<file path="src/include/edb_defines.vh">
// Constants for the external data bus command and configuration block.
// Assumes byte offsets on the host register port and a 10 MHz ref_clk.
`ifndef EDB_DEFINES_VH
`define EDB_DEFINES_VH

// Register byte offsets
`define EDB_OFS_CONFIG      8'h7C
`define EDB_OFS_COMMAND     8'h80
`define EDB_OFS_PAGE        8'h84
`define EDB_OFS_ADDR_DATA   8'h88

// Writable bit masks, reserved bits stay zero
`define EDB_CONFIG_MASK     32'hD3FF_0000
`define EDB_PAGE_MASK       32'hFFFF_F800

// Reset values
`define EDB_CONFIG_RST      32'h0000_0000
`define EDB_COMMAND_RST     32'h0000_0000
`define EDB_PAGE_RST        32'h0000_0000
`define EDB_ADDR_DATA_RST   32'h0000_0000

// Configuration fields
`define EDB_CFG_HALT_EN     31
`define EDB_CFG_RESUME      30
`define EDB_CFG_FAST        28
`define EDB_CFG_TMO_HI      25
`define EDB_CFG_TMO_LO      22
`define EDB_CFG_SWAP_HI     21
`define EDB_CFG_SWAP_LO     20
`define EDB_CFG_WORD        19
`define EDB_CFG_INCR        18
`define EDB_CFG_RDY_MODE    17
`define EDB_CFG_TIMER_N     16

// Command fields
`define EDB_CMD_LEN_HI      31
`define EDB_CMD_LEN_LO      17
`define EDB_CMD_DIR         16
`define EDB_CMD_ADDR_HI     15

// Paging fields
`define EDB_PAGE_BASE_HI    31
`define EDB_PAGE_BASE_LO    12
`define EDB_PAGE_EN         11

// Transfer length limits
`define EDB_IMM_MAX         15'h0004

// Endian swap codes
`define EDB_SWAP_TWO        2'h1
`define EDB_SWAP_FOUR       2'h2

// Idle cycles between strobes
`define EDB_GAP_FAST        3'h1
`define EDB_GAP_SLOW        3'h2
`define EDB_GAP_INC_WR      3'h3
`define EDB_GAP_INC_RD      3'h4

// Synchroniser reset: gp pin, acknowledge and ready idle high
`define EDB_SYNC_W          19
`define EDB_SYNC_RST        19'h7_0000

`endif

</file>
<file path="src/hw/edb_sync3.v">
// Three-stage input synchroniser for pins of the external data bus.
// Assumes inputs are asynchronous to ref_clk; output moves once the
// second and third stages agree.
`timescale 1ns/100ps
module edb_sync3 #(
  parameter          W   = 19,
  parameter [W-1:0]  RST = {W{1'b0}}
) (
  input  wire         ref_clk,
  input  wire         resetn,
  input  wire [W-1:0] din,
  output wire [W-1:0] dout
);

  genvar i;
  generate
    for (i = 0; i < W; i = i + 1) begin : g_bit
      reg s1_reg;
      reg s2_reg;
      reg s3_reg;
      reg q_reg;
      // Three stage flops plus an output flop that follows agreeing later stages
      always @(posedge ref_clk) begin
        if (!resetn) begin
          s1_reg <= RST[i];
          s2_reg <= RST[i];
          s3_reg <= RST[i];
          q_reg  <= RST[i];
        end else begin
          s1_reg <= din[i];
          s2_reg <= s1_reg;
          s3_reg <= s2_reg;
          if (s2_reg == s3_reg) begin
            q_reg <= s3_reg;
          end
        end
      end
      assign dout[i] = q_reg;
    end
  endgenerate

endmodule

</file>
<file path="src/hw/edb_cmd_regs.v">
// Command, configuration and transfer sequencer of the external data bus.
// Assumes a host register port on ref_clk, a DMA engine answering dmaReq
// with a one-cycle dmaAck, and external pad logic resolving adOe.
`timescale 1ns/100ps
`include "edb_defines.vh"

// Overview of operation
// RULE1 - Three command words; command write starts transfer
// RULE2 - Config bit 31: gp pin low halts
// RULE3 - Config bit 30: resume after halt release
// RULE4 - Config bit 28: fast mode, short idle
// RULE5 - Config bits 25:22 load cycle timer
// RULE6 - Swap field: none, two-byte, four-byte
// RULE7 - Config bit 19: target serves 16-bit cycles
// RULE8 - Config bit 18: address phase per data
// RULE9 - Config bit 17: ready or acknowledge handshake
// RULE10 - Config bit 16 low enables timer
// RULE11 - Length above four is block, else immediate
// RULE12 - Command bit 16 high reads target
// RULE13 - Command bits 15:0 give target address
// RULE14 - Paging word: base and enable bit
// RULE15 - Address/data word: data or DMA address
// RULE16 - Software keeps DMA address Dword aligned
// RULE17 - Timer expiry sets overflow flag
// RULE18 - Immediate Dword crossing refused, format error
// RULE19 - Halt without resume terminates block
// RULE20 - Strobe width is timer plus one
// RULE21 - Reserved bits ignore writes, read zero
module edb_cmd_regs (
  input  wire        ref_clk,
  input  wire        resetn,
  input  wire        regWrite,
  input  wire        regRead,
  input  wire [7:0]  regAddr,
  input  wire [31:0] regWdata,
  output wire [31:0] regRdata,
  input  wire        timerOverflowClr,
  input  wire        formatErrorClr,
  output wire        timerOverflowFlag,
  output wire        formatErrorFlag,
  output wire        transferActive,
  output wire        dmaReq,
  output wire        dmaRead,
  output wire [31:0] dmaAddr,
  output wire [31:0] dmaWdata,
  input  wire        dmaAck,
  input  wire [31:0] dmaRdata,
  output wire        dmaPagingEnable,
  output wire [19:0] dmaPageBase,
  input  wire [15:0] adIn,
  output wire [15:0] adOut,
  output wire        adOe,
  output wire        aleOut,
  output wire        wrStrobeN,
  output wire        rdStrobeN,
  output wire        dataStrobeN,
  output wire        readNotWrite,
  output wire        wideCycle,
  input  wire        readyIn,
  input  wire        dtackN,
  input  wire        gpPinThree
);

  localparam ST_IDLE   = 4'h0;
  localparam ST_FETCH  = 4'h1;
  localparam ST_ADDR1  = 4'h2;
  localparam ST_ADDR2  = 4'h3;
  localparam ST_STROBE = 4'h4;
  localparam ST_GAP    = 4'h5;
  localparam ST_STORE  = 4'h6;
  localparam ST_HALT   = 4'h7;

  reg [31:0] cfg_reg;
  reg [31:0] cfgAct_reg;
  reg [31:0] cmd_reg;
  reg [31:0] page_reg;
  reg [31:0] ad_reg;
  reg [31:0] rdData_reg;
  reg [31:0] buf_reg;
  reg [31:0] dmaWdata_reg;
  reg [15:0] adOut_reg;
  reg        adOe_reg;
  reg [3:0]  state_reg;
  reg [3:0]  state_next;
  reg [3:0]  cnt_reg;
  reg [2:0]  gap_reg;
  reg [1:0]  lane_reg;
  reg        wrap_reg;
  reg        block_reg;
  reg        needAddr_reg;
  reg        upload_reg;
  reg        tmoFlag_reg;
  reg        fmtFlag_reg;

  wire [18:0] syncOut;
  wire [15:0] adSync    = syncOut[15:0];
  wire        rdySync   = syncOut[16];
  wire        dtackSync = syncOut[17];
  wire        gpSync    = syncOut[18];

  // Address match for register port
  function regHit;
    input [7:0] addr;
    input [7:0] ofs;
    begin
      regHit = (addr == ofs);
    end
  endfunction

  // Endian swap of one Dword
  function [31:0] swapWord;
    input [31:0] d;
    input [1:0]  m;
    begin
      case (m)
        `EDB_SWAP_TWO:  swapWord = {d[23:16], d[31:24], d[7:0], d[15:8]};
        `EDB_SWAP_FOUR: swapWord = {d[7:0], d[15:8], d[23:16], d[31:24]};
        default:        swapWord = d;
      endcase
    end
  endfunction

  // Select one byte lane of a Dword
  function [7:0] pickByte;
    input [31:0] w;
    input [1:0]  l;
    begin
      pickByte = w[{l, 3'b000} +: 8];
    end
  endfunction

  // Pin synchronisers for data, handshakes and gp pin
  edb_sync3 #(
    .W   (`EDB_SYNC_W),
    .RST (`EDB_SYNC_RST)
  ) u_sync (
    .ref_clk (ref_clk),
    .resetn  (resetn),
    .din     ({gpPinThree, dtackN, readyIn, adIn}),
    .dout    (syncOut)
  );

  // Command fields
  wire [14:0] lenField = cmd_reg[`EDB_CMD_LEN_HI:`EDB_CMD_LEN_LO]; // [RULE11]
  wire        dirRead  = cmd_reg[`EDB_CMD_DIR];            // [RULE12]
  wire [15:0] tgtAddr  = cmd_reg[`EDB_CMD_ADDR_HI:0];      // [RULE13]

  // Active configuration fields
  wire        haltEn    = cfgAct_reg[`EDB_CFG_HALT_EN];
  wire        resumeEn  = cfgAct_reg[`EDB_CFG_RESUME];
  wire        fastMode  = cfgAct_reg[`EDB_CFG_FAST];
  wire [3:0]  tmoSet    = cfgAct_reg[`EDB_CFG_TMO_HI:`EDB_CFG_TMO_LO];
  wire [1:0]  swapMode  = cfgAct_reg[`EDB_CFG_SWAP_HI:`EDB_CFG_SWAP_LO];
  wire        wordCap   = cfgAct_reg[`EDB_CFG_WORD];
  wire        incrMode  = cfgAct_reg[`EDB_CFG_INCR];
  wire        readyMode = cfgAct_reg[`EDB_CFG_RDY_MODE];
  wire        timerOn   = ~cfgAct_reg[`EDB_CFG_TIMER_N];   // [RULE10]

  // Start checks at upload
  wire isImm   = (lenField != 15'h0000) && (lenField <= `EDB_IMM_MAX);
  wire isBlock = (lenField > `EDB_IMM_MAX);
  wire crossDw = isImm &&
                 (({13'h0000, tgtAddr[1:0]} + lenField) > `EDB_IMM_MAX);
  wire startOk = (lenField != 15'h0000) && !crossDw;   // [RULE18]
  wire idleNow = (state_reg == ST_IDLE) && !upload_reg;

  // Unit size: 16-bit only on even address, even lane, two bytes left
  wire unitWide = wordCap && !lane_reg[0] && !tgtAddr[0] &&
                  (lenField > 15'h0001);                   // [RULE7]
  wire [1:0]  unitSize = unitWide ? 2'h2 : 2'h1;
  wire [2:0]  laneNext = {1'b0, lane_reg} + {1'b0, unitSize};
  wire [1:0]  hiLane   = lane_reg + 2'h1;

  // Strobe completion and timer expiry
  wire tmoHit     = timerOn && (cnt_reg == tmoSet);        // [RULE5]
  wire tmoReached = !timerOn || (cnt_reg >= tmoSet);
  wire strobeDone = readyMode ? (tmoReached && rdySync)   // [RULE9]
                              : (!dtackSync || tmoHit);   // [RULE20]
  wire inStrobe   = (state_reg == ST_STROBE);
  wire tmoEvent   = inStrobe && tmoHit &&
                    (readyMode ? !rdySync : dtackSync);    // [RULE17]

  // External halt request during block transfer
  wire haltReq = haltEn && !gpSync && block_reg;           // [RULE2]

  // Idle time between strobes
  wire [2:0] gapLen = incrMode ? (dirRead ? `EDB_GAP_INC_RD
                                          : `EDB_GAP_INC_WR)
                               : (fastMode ? `EDB_GAP_FAST
                                           : `EDB_GAP_SLOW); // [RULE4]

  // Write data for the next strobe, taken from fetch if just arriving
  wire [31:0] wrSrc  = (state_reg == ST_FETCH) ?
                       swapWord(dmaRdata, swapMode) : buf_reg; // [RULE6]
  wire [15:0] wrData = {unitWide ? pickByte(wrSrc, hiLane) : 8'h00,
                        pickByte(wrSrc, lane_reg)};

  // Sequencer next state
  always @* begin
    state_next = state_reg;
    case (state_reg)
      ST_IDLE: begin
        if (upload_reg && startOk) begin                   // [RULE1]
          state_next = (isBlock && !dirRead) ? ST_FETCH : ST_ADDR1;
        end
      end
      ST_FETCH: begin
        if (dmaAck) begin
          state_next = (needAddr_reg || incrMode) ? ST_ADDR1 : ST_STROBE;
        end
      end
      ST_ADDR1: begin
        state_next = ST_ADDR2;
      end
      ST_ADDR2: begin
        state_next = ST_STROBE;
      end
      ST_STROBE: begin
        if (strobeDone) begin
          state_next = ST_GAP;
        end
      end
      ST_GAP: begin
        if (gap_reg == 3'h1) begin
          if (lenField == 15'h0000) begin
            state_next = (dirRead && block_reg) ? ST_STORE : ST_IDLE;
          end else if (wrap_reg) begin
            state_next = dirRead ? ST_STORE : ST_FETCH;
          end else if (haltReq) begin
            state_next = resumeEn ? ST_HALT : ST_IDLE;  // [RULE3] [RULE19]
          end else begin
            state_next = incrMode ? ST_ADDR1 : ST_STROBE;  // [RULE8]
          end
        end
      end
      ST_STORE: begin
        if (dmaAck) begin
          if (lenField == 15'h0000) begin
            state_next = ST_IDLE;
          end else begin
            state_next = incrMode ? ST_ADDR1 : ST_STROBE;
          end
        end
      end
      ST_HALT: begin
        if (!haltReq) begin
          state_next = ST_ADDR1;                           // [RULE3]
        end
      end
      default: begin
        state_next = ST_IDLE;
      end
    endcase
  end

  // Host register writes and engine updates of live registers
  always @(posedge ref_clk) begin
    if (!resetn) begin
      cfg_reg    <= `EDB_CONFIG_RST;
      cmd_reg    <= `EDB_COMMAND_RST;
      page_reg   <= `EDB_PAGE_RST;
      ad_reg     <= `EDB_ADDR_DATA_RST;
      cfgAct_reg <= `EDB_CONFIG_RST;
      upload_reg <= 1'b0;
      block_reg  <= 1'b0;
    end else begin
      upload_reg <= 1'b0;
      if (regWrite && regHit(regAddr, `EDB_OFS_CONFIG)) begin
        cfg_reg <= regWdata & `EDB_CONFIG_MASK;            // [RULE21]
      end
      if (regWrite && regHit(regAddr, `EDB_OFS_PAGE)) begin
        page_reg <= regWdata & `EDB_PAGE_MASK;             // [RULE14]
      end
      if (regWrite && idleNow && regHit(regAddr, `EDB_OFS_COMMAND)) begin
        cmd_reg    <= regWdata;
        upload_reg <= 1'b1;                                // [RULE1]
      end
      if (regWrite && idleNow && regHit(regAddr, `EDB_OFS_ADDR_DATA)) begin
        ad_reg <= regWdata;                                // [RULE15]
      end
      // Upload configuration at start
      if ((state_reg == ST_IDLE) && upload_reg) begin
        cfgAct_reg <= cfg_reg;
        block_reg  <= isBlock;                             // [RULE11]
      end
      // Remaining length and target address track the transfer
      if (inStrobe && strobeDone) begin
        cmd_reg[`EDB_CMD_LEN_HI:`EDB_CMD_LEN_LO] <=
          lenField - {13'h0000, unitSize};
        cmd_reg[`EDB_CMD_ADDR_HI:0] <= tgtAddr + {14'h0000, unitSize};
      end
      // DMA address advances after each Dword moved
      if (((state_reg == ST_FETCH) || (state_reg == ST_STORE)) && dmaAck) begin
        ad_reg <= ad_reg + 32'h0000_0004;                  // [RULE15]
      end
      // Immediate read lands in the address/data word
      if ((state_reg == ST_GAP) && (gap_reg == 3'h1) && !block_reg &&
          dirRead && (lenField == 15'h0000)) begin
        ad_reg <= buf_reg;
      end
    end
  end

  // Data buffer, lane pointer and strobe timing
  always @(posedge ref_clk) begin
    if (!resetn) begin
      buf_reg      <= 32'h0000_0000;
      lane_reg     <= 2'h0;
      wrap_reg     <= 1'b0;
      needAddr_reg <= 1'b0;
      cnt_reg      <= 4'h0;
      gap_reg      <= 3'h0;
      dmaWdata_reg <= 32'h0000_0000;
    end else begin
      if ((state_reg == ST_IDLE) && upload_reg) begin
        buf_reg      <= isImm ? ad_reg : 32'h0000_0000;
        lane_reg     <= isImm ? 2'h0 : tgtAddr[1:0];
        wrap_reg     <= 1'b0;
        needAddr_reg <= 1'b1;
      end
      if ((state_reg == ST_FETCH) && dmaAck) begin
        buf_reg  <= swapWord(dmaRdata, swapMode);          // [RULE6]
        wrap_reg <= 1'b0;
      end
      if ((state_reg == ST_STORE) && dmaAck) begin
        buf_reg  <= 32'h0000_0000;
        wrap_reg <= 1'b0;
      end
      if (state_next == ST_STORE) begin
        dmaWdata_reg <= swapWord(buf_reg, swapMode);
      end
      if (state_next == ST_STROBE) begin
        needAddr_reg <= 1'b0;
      end
      // Strobe cycle counter saturates while waiting on a handshake
      if (inStrobe && !strobeDone) begin
        cnt_reg <= (cnt_reg == 4'hF) ? cnt_reg : cnt_reg + 4'h1; // [RULE5]
      end else begin
        cnt_reg <= 4'h0;
      end
      // End of data phase: capture read bytes, move lane
      if (inStrobe && strobeDone) begin
        if (dirRead) begin
          buf_reg[{lane_reg, 3'b000} +: 8] <= adSync[7:0];
          if (unitWide) begin
            buf_reg[{hiLane, 3'b000} +: 8] <= adSync[15:8];
          end
        end
        lane_reg <= laneNext[1:0];
        wrap_reg <= laneNext[2];
        gap_reg  <= gapLen;
      end else if ((state_reg == ST_GAP) && (gap_reg != 3'h0)) begin
        gap_reg <= gap_reg - 3'h1;
      end
    end
  end

  // Pin drive: address in address phase, write data in strobe
  always @(posedge ref_clk) begin
    if (!resetn) begin
      adOut_reg <= 16'h0000;
      adOe_reg  <= 1'b0;
    end else begin
      adOut_reg <= (state_next == ST_STROBE) ? wrData : tgtAddr; // [RULE13]
      adOe_reg  <= (state_next == ST_ADDR1) || (state_next == ST_ADDR2) ||
                   ((state_next == ST_STROBE) && !dirRead); // [RULE12]
    end
  end

  // Sticky flags, a set in the clear cycle wins
  always @(posedge ref_clk) begin
    if (!resetn) begin
      tmoFlag_reg <= 1'b0;
      fmtFlag_reg <= 1'b0;
    end else begin
      tmoFlag_reg <= tmoEvent || (tmoFlag_reg && !timerOverflowClr); // [RULE17]
      fmtFlag_reg <= ((state_reg == ST_IDLE) && upload_reg && crossDw) ||
                     (fmtFlag_reg && !formatErrorClr);     // [RULE18]
    end
  end

  // Register read data, unmapped reads return zero
  always @(posedge ref_clk) begin
    if (!resetn) begin
      rdData_reg <= 32'h0000_0000;
    end else if (regRead) begin
      if (regHit(regAddr, `EDB_OFS_CONFIG)) begin
        rdData_reg <= cfg_reg;                             // [RULE21]
      end else if (regHit(regAddr, `EDB_OFS_COMMAND)) begin
        rdData_reg <= cmd_reg;
      end else if (regHit(regAddr, `EDB_OFS_PAGE)) begin
        rdData_reg <= page_reg;
      end else if (regHit(regAddr, `EDB_OFS_ADDR_DATA)) begin
        rdData_reg <= ad_reg;
      end else begin
        rdData_reg <= 32'h0000_0000;
      end
    end
  end

  // Sequencer state
  always @(posedge ref_clk) begin
    if (!resetn) begin
      state_reg <= ST_IDLE;
    end else begin
      state_reg <= state_next;
    end
  end

  // Outputs
  assign regRdata          = rdData_reg;
  assign timerOverflowFlag = tmoFlag_reg;
  assign formatErrorFlag   = fmtFlag_reg;
  assign transferActive    = (state_reg != ST_IDLE);
  assign dmaReq            = (state_reg == ST_FETCH) ||
                             (state_reg == ST_STORE);
  assign dmaRead           = (state_reg == ST_FETCH);
  assign dmaAddr           = {ad_reg[31:2], 2'b00};        // [RULE16]
  assign dmaWdata          = dmaWdata_reg;
  assign dmaPagingEnable   = page_reg[`EDB_PAGE_EN];       // [RULE14]
  assign dmaPageBase       = page_reg[`EDB_PAGE_BASE_HI:`EDB_PAGE_BASE_LO];
  assign adOut             = adOut_reg;
  assign adOe              = adOe_reg;
  assign aleOut            = (state_reg == ST_ADDR1);
  // Separate strobes with ready, or one data strobe with acknowledge
  assign wrStrobeN         = !(inStrobe && readyMode && !dirRead); // [RULE9]
  assign rdStrobeN         = !(inStrobe && readyMode && dirRead);
  assign dataStrobeN       = !(inStrobe && !readyMode);
  assign readNotWrite      = transferActive && dirRead;
  assign wideCycle         = inStrobe && unitWide;

endmodule

</file>
<file path="config.mk">
export PLATFORM = sky130hd
export DESIGN_NAME = edb_cmd_regs
export DESIGN_NICKNAME = d
export VERILOG_FILES = /design/src/hw/edb_sync3.v /design/src/hw/edb_cmd_regs.v
export VERILOG_INCLUDE_DIRS = /design/src /design/src/include
export SDC_FILE = /design/constraint.sdc
export NUM_CORES = 1
export LEC_CHECK = 0
export BUFFER_PORTS_ARGS = -buffer_cell sky130_fd_sc_hd__buf_2
export CAP_MARGIN = 15
export CORE_MARGIN = 4
export CORE_UTILIZATION = 60
export DETAILED_ROUTE_END_ITERATION = 8
export PLACE_DENSITY = 0.86
export SLEW_MARGIN = 20
export SYNTH_ARGS = -nofsm -noshare
export SYNTH_HDL_FRONTEND = slang
export SYNTH_SLANG_ARGS = --single-unit
export TNS_END_PERCENT = 50
</file>
<file path="constraint.sdc">
create_clock -name ref_clk -period 9.5 [get_ports ref_clk]
set_input_delay 0.475 -clock ref_clk [delete_from_list [all_inputs] [get_ports ref_clk]]
set_output_delay 0.475 -clock ref_clk [all_outputs]
set_load 0.02 [all_outputs]
</file>
After elaboration in Yosys (flattened, before gate mapping)

Cells that the tools add are included.
W data, S select, Z words.

Add/subtract/negate cells: 10
$lt $le $gt $ge: 5
Equal/unequal tests: 39
Shifts and indexed selects: 6
Mux-type cells: 58
Bitwise operators: 2
Reduce and logical (&&, ||, !) cells: 78

Operators with widths:

| operator                 | count |
|---|---|
| $mux W32                 | 17 |
| $pmux W32 S2             | 2 |
| $bwmux W32               | 2 |
| $shift A8 B7 Y32 const A | 2 |
| $shiftx A32 B6 Y8        | 2 |
| $shiftx A8 B7 Y32        | 2 |
| $logic_and A1 B1 Y1      | 42 |
| $mux W3                  | 13 |
| $add A32 B3 Y32 const B  | 1 |
| $mux W16                 | 2 |
| $pmux W4 S8              | 1 |
| $gt A15 B3 Y1 const B    | 2 |
| $eq A4 B3 Y1 const B     | 6 |
| $eq A8 B8 Y1 const B     | 3 |
| $mux W4                  | 6 |
| $eq A1 B1 Y1             | 19 |
| $add A16 B2 Y16          | 1 |
| $eq A4 B2 Y1 const B     | 4 |
| $logic_not A1 Y1         | 16 |
| $add A2 B15 Y15          | 1 |
| $gt A15 B1 Y1 const B    | 1 |
| $le A15 B3 Y1 const B    | 1 |
| $logic_not A15 Y1        | 1 |
| $mux W15                 | 1 |
| 26 further kinds         | 50 |

Flip-flop bits (word level): 319
Input port bits: 98
Word-level logic and storage cells: 295

Logic depth before layout (Yosys ltp)

Gate-level depths: netlist (run 1).

Depth in word-level cells: 12
Gate-level depth with buffers: 15
Depth with buffers taken out: 13

Hierarchy

Synthesis (run 1) repeated with hierarchy kept, for this count alone.

Cells, all modules: 2336
Area total of the unflattened synthesis: 17802.1 um^2

Modules (own cells, without submodules):

| module       | times used | cells an instance | area an instance (um^2) | sequential area each (um^2) |
|---|---|---|---|---|
| edb_cmd_regs | 1          | 2119              | 15397.3                 | 4864.7 |
| edb_sync3    | 1          | 217               | 2404.8                  | 1521.5 |

Least setup slack after synthesis (run 1)

OpenSTA, ideal clock, no wires.

Kind: reg2reg
Start point: reg cmd_reg[30]
End point: reg cmd_reg[11]
Library setup time: 0.070 ns
Arrival time: 3.050 ns
Path slack: 6.379 ns
Cell stages (with the launch flop): 15
Path buffers: 2
Period minus slack after synthesis: 3.121 ns
Cells stage by stage: dfxtp_1 -> buf_6 -> nor4_4 -> nand4_1 -> o311a_1 -> buf_2 -> inv_2 -> ha_1 -> a21oi_1 -> nor4_1 -> and2_1 -> and3_1 -> nand4_1 -> mux2_2 -> a21oi_1

Word-level cells in the longest chain between the ends: 5

RTL lines:

| item                            | RTL line           | text |
|---|---|---|
| start, declared                 | edb_cmd_regs.v:75  | `reg [31:0] cmd_reg;` |
| start signal, assigned          | edb_cmd_regs.v:260 | `` cmd_reg <= `EDB_COMMAND_RST; `` |
| start signal, assigned          | edb_cmd_regs.v:275 | `cmd_reg <= regWdata;` |
| start signal, assigned by index | edb_cmd_regs.v:288 | `` cmd_reg[`EDB_CMD_LEN_HI:`EDB_CMD_LEN_LO] <= `` |
| $gt A15 B1 Y1                   | edb_cmd_regs.v:169 | `(lenField > 15'h0001);` |
| $logic_and A1 B1 Y1             | edb_cmd_regs.v:168 | `wire unitWide = wordCap && !lane_reg[0] && !tgtAddr[0] &&` |
| $mux W2                         | edb_cmd_regs.v:170 | `wire [1:0] unitSize = unitWide ? 2'h2 : 2'h1;` |
| $add A16 B2 Y16                 | edb_cmd_regs.v:290 | `` cmd_reg[`EDB_CMD_ADDR_HI:0] <= tgtAddr + {14'h0000, unitSize}; `` |
| $mux W16                        | edb_cmd_regs.v:287 | `if (inStrobe && strobeDone) begin` |

No other way between the ends.
A chain may end at the register's enable or synchronous reset.

Final worst setup path (run 1)

Start point: reg cmd_reg[20]
End point: reg cmd_reg[8]

Same word-level chain as after synthesis.

==> results.json, run 1 <==
{
  "clk_path_buf_depth": 3,
  "detail_route.wirelength_um": 62320,
  "io_pins": 243,
  "post-route-min-period_ns": 4.164,
  "slew_viol_final": 0,
  "drc_errors": 0,
  "route.vias.total": 18157,
  "routabilityCongestion": 1.016,
  "grt_pass1_vias": 16623,
  "post_cts_buffers": 0,
  "fin_nets": 2446,
  "hold_violations": 0,
  "antenna_found_initial": 1,
  "fin_tns_setup_ns": 0,
  "critPathCaptureType": "flop",
  "cts.sinks": 319,
  "drt_iter0_markers": 2977,
  "place_inst": 2667,
  "cp_max_fo": 13,
  "clock_skew_ns": 0.02412,
  "drive_gt1_frac": 0.1558,
  "period_share": 0.4383,
  "ctsResizeCount": 0,
  "finalSetupViolations": 0,
  "utilization": 0.6787,
  "synth_warnings": 0,
  "ys_ff_latch": 319,
  "stdcell_area_mm2": 0.01953,
  "p_sw_frac": 0.2338,
  "clkPwrFrac": 0.477,
  "synth_area_leaders": "dfxtp_1, nand2_1, a21oi_1",
  "pwr-share-seq": 0.479,
  "powerDensity_mw_per_mm2": 145.4,
  "max_freq_mhz": 240.2,
  "routedWlPerCell_um": 22.85,
  "hp-class": "primary input to flop",
  "dp_hpwl_um": 44280,
  "htreeDepth": 2,
  "comb_power_share": 0.043,
  "tightest_slew_ns": 1.159,
  "fin_hold_ws_ns": 0.1248,
  "core_area_mm2": 0.02878,
  "cp_data_arrival_time_ns": 4.54,
  "cts_tree": "done",
  "rsz0062_at_grt": "no",
  "numCtsBuffers": 35,
  "synth_cells": 2237,
  "placed_area_mm2": 0.01840,
  "syn_to_final_growth_pct": 11.53,
  "total_power_mw": 2.840,
  "grt_pass1_wl_um": 93540,
  "slew_headroom": 0.2250,
  "synth_edf_count": 0,
  "avgSynthCellArea_um2": 7.829,
  "synth_area_leader_cell": "dfxtp_1",
  "ir_drop_uv": 153.0,
  "cts_hold_buffers": 0,
  "yosysSeqAreaShare": 0.3646,
  "finalNonFillerCells": 2727,
  "setup_ws_ns": 5.336,
  "crit_path_start_kind": "flop",
  "viasPerCell": 6.658,
  "grt_max_degree": 110,
  "dpl_worst_slack_ns": 5.608,
  "drtAntennaViolNets": 0,
  "die_h_um": 178.9,
  "p_sw_uw": 663.9,
  "grt-ovfl-total": 0,
  "drtPass1Iterations": 6,
  "yosysTopAreaCellShare": 0.3646,
  "status": "complete, no violations",
  "start_util": 0.6086,
  "clkTransAtPathRegs_ns": 0.07,
  "cts_root_buffer": "clkbuf_16",
  "die_w_um": 178.9,
  "antenna_cells": 0,
  "crit_required_ns": 9.88,
  "clock_latency_ns": 0.53,
  "num_rows": 62,
  "drv_cap": 0,
  "portBuffers": 240,
  "fillers": 2414,
  "ys_types": 83,
  "syn_area_mm2": 0.01751,
  "p_leak_nw": 7.546,
  "synth_ff_type": "dfxtp_1",
  "die_area_mm2": 0.03199,
  "critPathKind": "flop to flop",
  "async_flop_share": 0,
  "grt_usage": 0.3706,
  "internal_power_mw": 2.176
}
[power by group through the flow]
stage	Sequential (mW)	Clock, mW	Combinational (mW)
CTS	1.36	1.35	0.119
global placement	1.39	0	0.117
detailed placement	1.39	0	0.119
finish	1.36	1.36	0.123
floorplan	1.39	0	0.0578
global route	1.36	1.40	0.130
[cell usage after synthesis, types with 6 or more instances]
| cell type | n |
|---|---|
| nand2b_1 | 30 |
| mux2i_1 | 92 |
| o221ai_1 | 7 |
| mux4_2 | 14 |
| nand4_1 | 13 |
| buf_4 | 35 |
| o21a_1 | 10 |
| nor3_1 | 28 |
| dfxtp_1 | 319 |
| nand2_1 | 418 |
| o211ai_1 | 10 |
| a211oi_1 | 28 |
| o21ai_0 | 157 |
| nand3_1 | 65 |
| nor2b_1 | 21 |
| and2_1 | 61 |
| clkbuf_1 | 163 |
| nor4_1 | 14 |
| nor2_1 | 128 |
| or3_1 | 7 |
| buf_2 | 7 |
| xnor2_1 | 13 |
| a32oi_1 | 14 |
| nand3b_1 | 6 |
| a311o_1 | 7 |
| a221oi_1 | 11 |
| a21oi_1 | 201 |
| a22oi_1 | 117 |
| and3_1 | 16 |
| or3b_1 | 7 |
| o32a_1 | 15 |
| inv_1 | 26 |
| buf_1 | 9 |
| ha_1 | 24 |
| a31oi_1 | 31 |
[cells by family after synthesis]
| logic type | synth area share |
|---|---|
| and+or+nand+nor | 0.2255 |
| AOI/OAI and AO/OA | 0.2417 |
| DFF | 0.3646 |
| buffers and inverters | 0.06522 |
| muxes | 0.07251 |
| adders and majority gates | 0.02172 |
| xor gates and xnor gates | 0.008501 |
| other | 0.0002141 |
[cells in the final DEF (no fill, tap or decap), types with 14 or more instances in the layout]
cell / count
a211oi_1: 27
a21oi_1: 201
a22oi_1: 117
a31oi_1: 31
a32oi_1: 14
and2_1: 61
and3_1: 15
buf_2: 239
buf_4: 24
clkbuf_16: 35
dfxtp_1: 319
ha_1: 22
inv_1: 26
mux2i_1: 92
mux4_2: 14
nand2_1: 418
nand2b_1: 30
nand3_1: 65
nor2_1: 128
nor2b_1: 21
nor3_1: 28
o21ai_0: 157
o32a_1: 15
[final timing paths]
path	slack, ns	depth (start not counted)	startpoint	endpoint
worst max-delay path	5.34	13	cmd_reg[20]$_SDFFE_PN0P_	cmd_reg[8]$_SDFFE_PN0P_
worst min-delay path	0.12	2	readyIn	u_sync.g_bit[16].s1_reg$_SDFF_PN1_
worst max register to register	5.34	13	cmd_reg[20]$_SDFFE_PN0P_	cmd_reg[8]$_SDFFE_PN0P_
worst min register to register	0.42	1	u_sync.g_bit[16].s1_reg$_SDFF_PN1_	u_sync.g_bit[16].s2_reg$_SDFF_PN1_
[routing by layer]
| layer | part of all wire | wire [um] | track usage | vias up |
|---|---|---|---|---|
| li1 | - | - | - | 8133 |
| met1 | 0.38 | 23520 | 0.4887 | 8466 |
| met2 | 0.44 | 27240 | 0.5738 | 1233 |
| met3 | 0.11 | 7108 | 0.06769 | 323 |
| met4 | 0.071 | 4440 | 0.2069 | 2 |
| met5 | 0.00021 | 13 | 0 | - |
[worst max-delay path: stages, from the launching register on]
cell and delay, ns:
dfxtp_1 0.60, nor3_1 0.15, nand4_1 0.22, o311a_1 0.70
inv_2 0.29, ha_1 0.30, fa_1 0.44, and3_1 0.24
and3_1 0.21, and3_1 0.24, nand3_1 0.20, nor2_1 0.07
a221oi_1 0.28, nor2_1 0.07
[area by class of cell]
type,instances,area [um2],share of cell area
inverters,31,118.9,0.006085
clock buffers,46,977.2,0.05003
multi-input cells,1670,10040,0.5142
well taps,384,480.5,0.02460
flip-flops and latches,319,6386,0.3269
clock inverters,14,151.4,0.007750
repair buffers,263,1376,0.07046
(Power assumes the default switching activity.)
==> run 2: changes to the inputs <==
CORE_UTILIZATION = 58   (was 60)
PLACE_DENSITY = 0.83   (was 0.86)
clock period = 4.3 ns   (was 9.5 ns; I/O delays follow)
==> run 2 against run 1 <==
  * Register-to-register slack worse by 5.0 ns
  * Combinational power is 140% higher
  * Setup slack worse by 5.0 ns
  * Utilization is 0.56 points lower
  * Power is 130% higher
  * Sequential share of layout area is 0.77 points lower
  * Die area is 3.3% higher
  * Critical path depth is 4 lower
  * Largest power group is now clock
==> results.json, run 2 (same netlist as run 1, synthesis figures left out) <==
{
  "status": "complete, no violations",
  "slew_viol_final": 0,
  "numCtsBuffers": 35,
  "total_power_mw": 6.420,
  "clock_latency_ns": 0.53,
  "die_w_um": 181.8,
  "critPathCaptureType": "flop",
  "drtPass1Iterations": 8,
  "portBuffers": 240,
  "p_sw_mw": 1.486,
  "drt_iter0_markers": 2484,
  "grt_max_degree": 185,
  "internal_power_mw": 4.934,
  "cts_root_buffer": "clkbuf_16",
  "clk_path_buf_depth": 3,
  "cp_max_fo": 11,
  "post_cts_buffers": 0,
  "die_area_mm2": 0.03304,
  "cts.sinks": 319,
  "drc_errors": 0,
  "grt_pass1_vias": 16965,
  "rsz0062_at_grt": "no",
  "grt_pass1_wl_um": 97110,
  "cp_data_arrival_time_ns": 4.40,
  "hp-class": "primary input to flop",
  "p_leak_nw": 7.769,
  "antenna_found_initial": 0,
  "comb_power_share": 0.046,
  "start_util": 0.5894,
  "max_freq_mhz": 252.1,
  "stdcell_area_mm2": 0.02000,
  "fillers": 2495,
  "clock_skew_ns": 0.02630,
  "pwr-share-seq": 0.468,
  "critPathKind": "flop to flop",
  "slew_headroom": 0.2805,
  "drtAntennaViolNets": 0,
  "final_cell_mix": "nand2_1, dfxtp_1, buf_2",
  "final_common_cell": "nand2_1",
  "num_rows": 63,
  "routabilityCongestion": 1.024,
  "syn_to_final_growth_pct": 14.22,
  "post-route-min-period_ns": 3.967,
  "clkTransAtPathRegs_ns": 0.06,
  "finalSetupViolations": 0,
  "detail_route.wirelength_um": 63180,
  "powerDensity_mw_per_mm2": 320.9,
  "fin_tns_setup_ns": 0,
  "route.vias.total": 18194,
  "crit_path_start_kind": "flop",
  "drv_cap": 0,
  "period_share": 0.9227,
  "hold_violations": 0,
  "htreeDepth": 2,
  "crit_chain": "nor4_4 -> nand4_1 -> o311a_1 -> inv_2 -> ha_1 -> a211oi_1 -> nand3_1 -> or4_1 -> a31oi_1",
  "placed_area_mm2": 0.01852,
  "grt-ovfl-total": 0,
  "dp_hpwl_um": 44990,
  "cts_tree": "done",
  "tightest_slew_ns": 1.077,
  "viasPerCell": 6.549,
  "slowest_delay_ns": 0.60,
  "clkPwrFrac": 0.486,
  "grt_usage": 0.3657,
  "ir_drop_uv": 336.1,
  "antenna_cells": 0,
  "cts_hold_buffers": 30,
  "die_h_um": 181.8,
  "routedWlPerCell_um": 22.74,
  "crit_required_ns": 4.74,
  "p_sw_frac": 0.2314,
  "core_area_mm2": 0.02972,
  "drive_gt1_frac": 0.1587,
  "cp_slowest_cell": "o311a_1",
  "fin_nets": 2488,
  "io_pins": 243,
  "ctsResizeCount": 0
}
run 2: area by class of cell:
class	instances	area (um2)	area share
timing repair buffer	305	1792	0.08957
sequential	319	6386	0.3192
inverter	31	118.9	0.005942
multi-input combinational	1670	10030	0.5016
tap	390	488.0	0.02439
clock inverter	19	225.2	0.01126
clock buffer	44	960.9	0.04804
run 2: routing by layer:
metal	track usage	part of all wire	up-vias	wire length (um)
met5	0	0	-	0
met4	0.2125	0.069	0	4343
met3	0.06310	0.11	287	6874
met2	0.5622	0.44	1219	27890
met1	0.4853	0.38	8474	24080
li1	-	-	8214	-
run 2: metrics by stage:
step | worst slack (ns) | utilization | instances | hold WS [ns]
CTS | 0.4449 | 0.6732 | 2778 | 0.004515
detailed placement | 0.4568 | 0.6231 | 2685 | 0.3993
global placement | 0.5936 | 0.6231 | 2685 | 0.3934
global route | 0.1069 | 0.6732 | 2778 | 0.01631
finish | 0.3326 | 0.6732 | 2778 | 0.01630
floorplan | 1.179 | - | 2239 | 0.3165
run 2: worst paths after layout:
path	endpoint	slack [ns]	depth (start not counted)	from
hold reg to reg	u_sync.g_bit[18].s2_reg$_SDFF_PN1_	0.41	1	u_sync.g_bit[18].s1_reg$_SDFF_PN1_
hold / removal	cfg_reg[24]$_SDFFE_PN0P_	0.02	3	regWdata[24]
setup reg to reg	cmd_reg[24]$_SDFFE_PN0P_	0.33	9	cmd_reg[25]$_SDFFE_PN0P_
setup / recovery	cmd_reg[24]$_SDFFE_PN0P_	0.33	9	cmd_reg[25]$_SDFFE_PN0P_
run 2: worst max-delay path: cells and delay by family, from the launching register on:
family	cells	cell delay, ns
AO/OA/AOI/OAI	3	1.31
adder cells (fa/ha/maj)	1	0.27
buffers and inverters	1	0.29
flip-flops	1	0.41
AND/OR/NAND/NOR	4	1.61
run 2: power groups by stage:
stage	Sequential (mW)	Combinational, mW	Clock, mW
floorplan	3.08	0.128	0
global placement	3.07	0.262	0
detailed placement	3.07	0.265	0
CTS	3.01	0.287	3.13
global route	3.01	0.314	3.25
finish	3.01	0.294	3.12
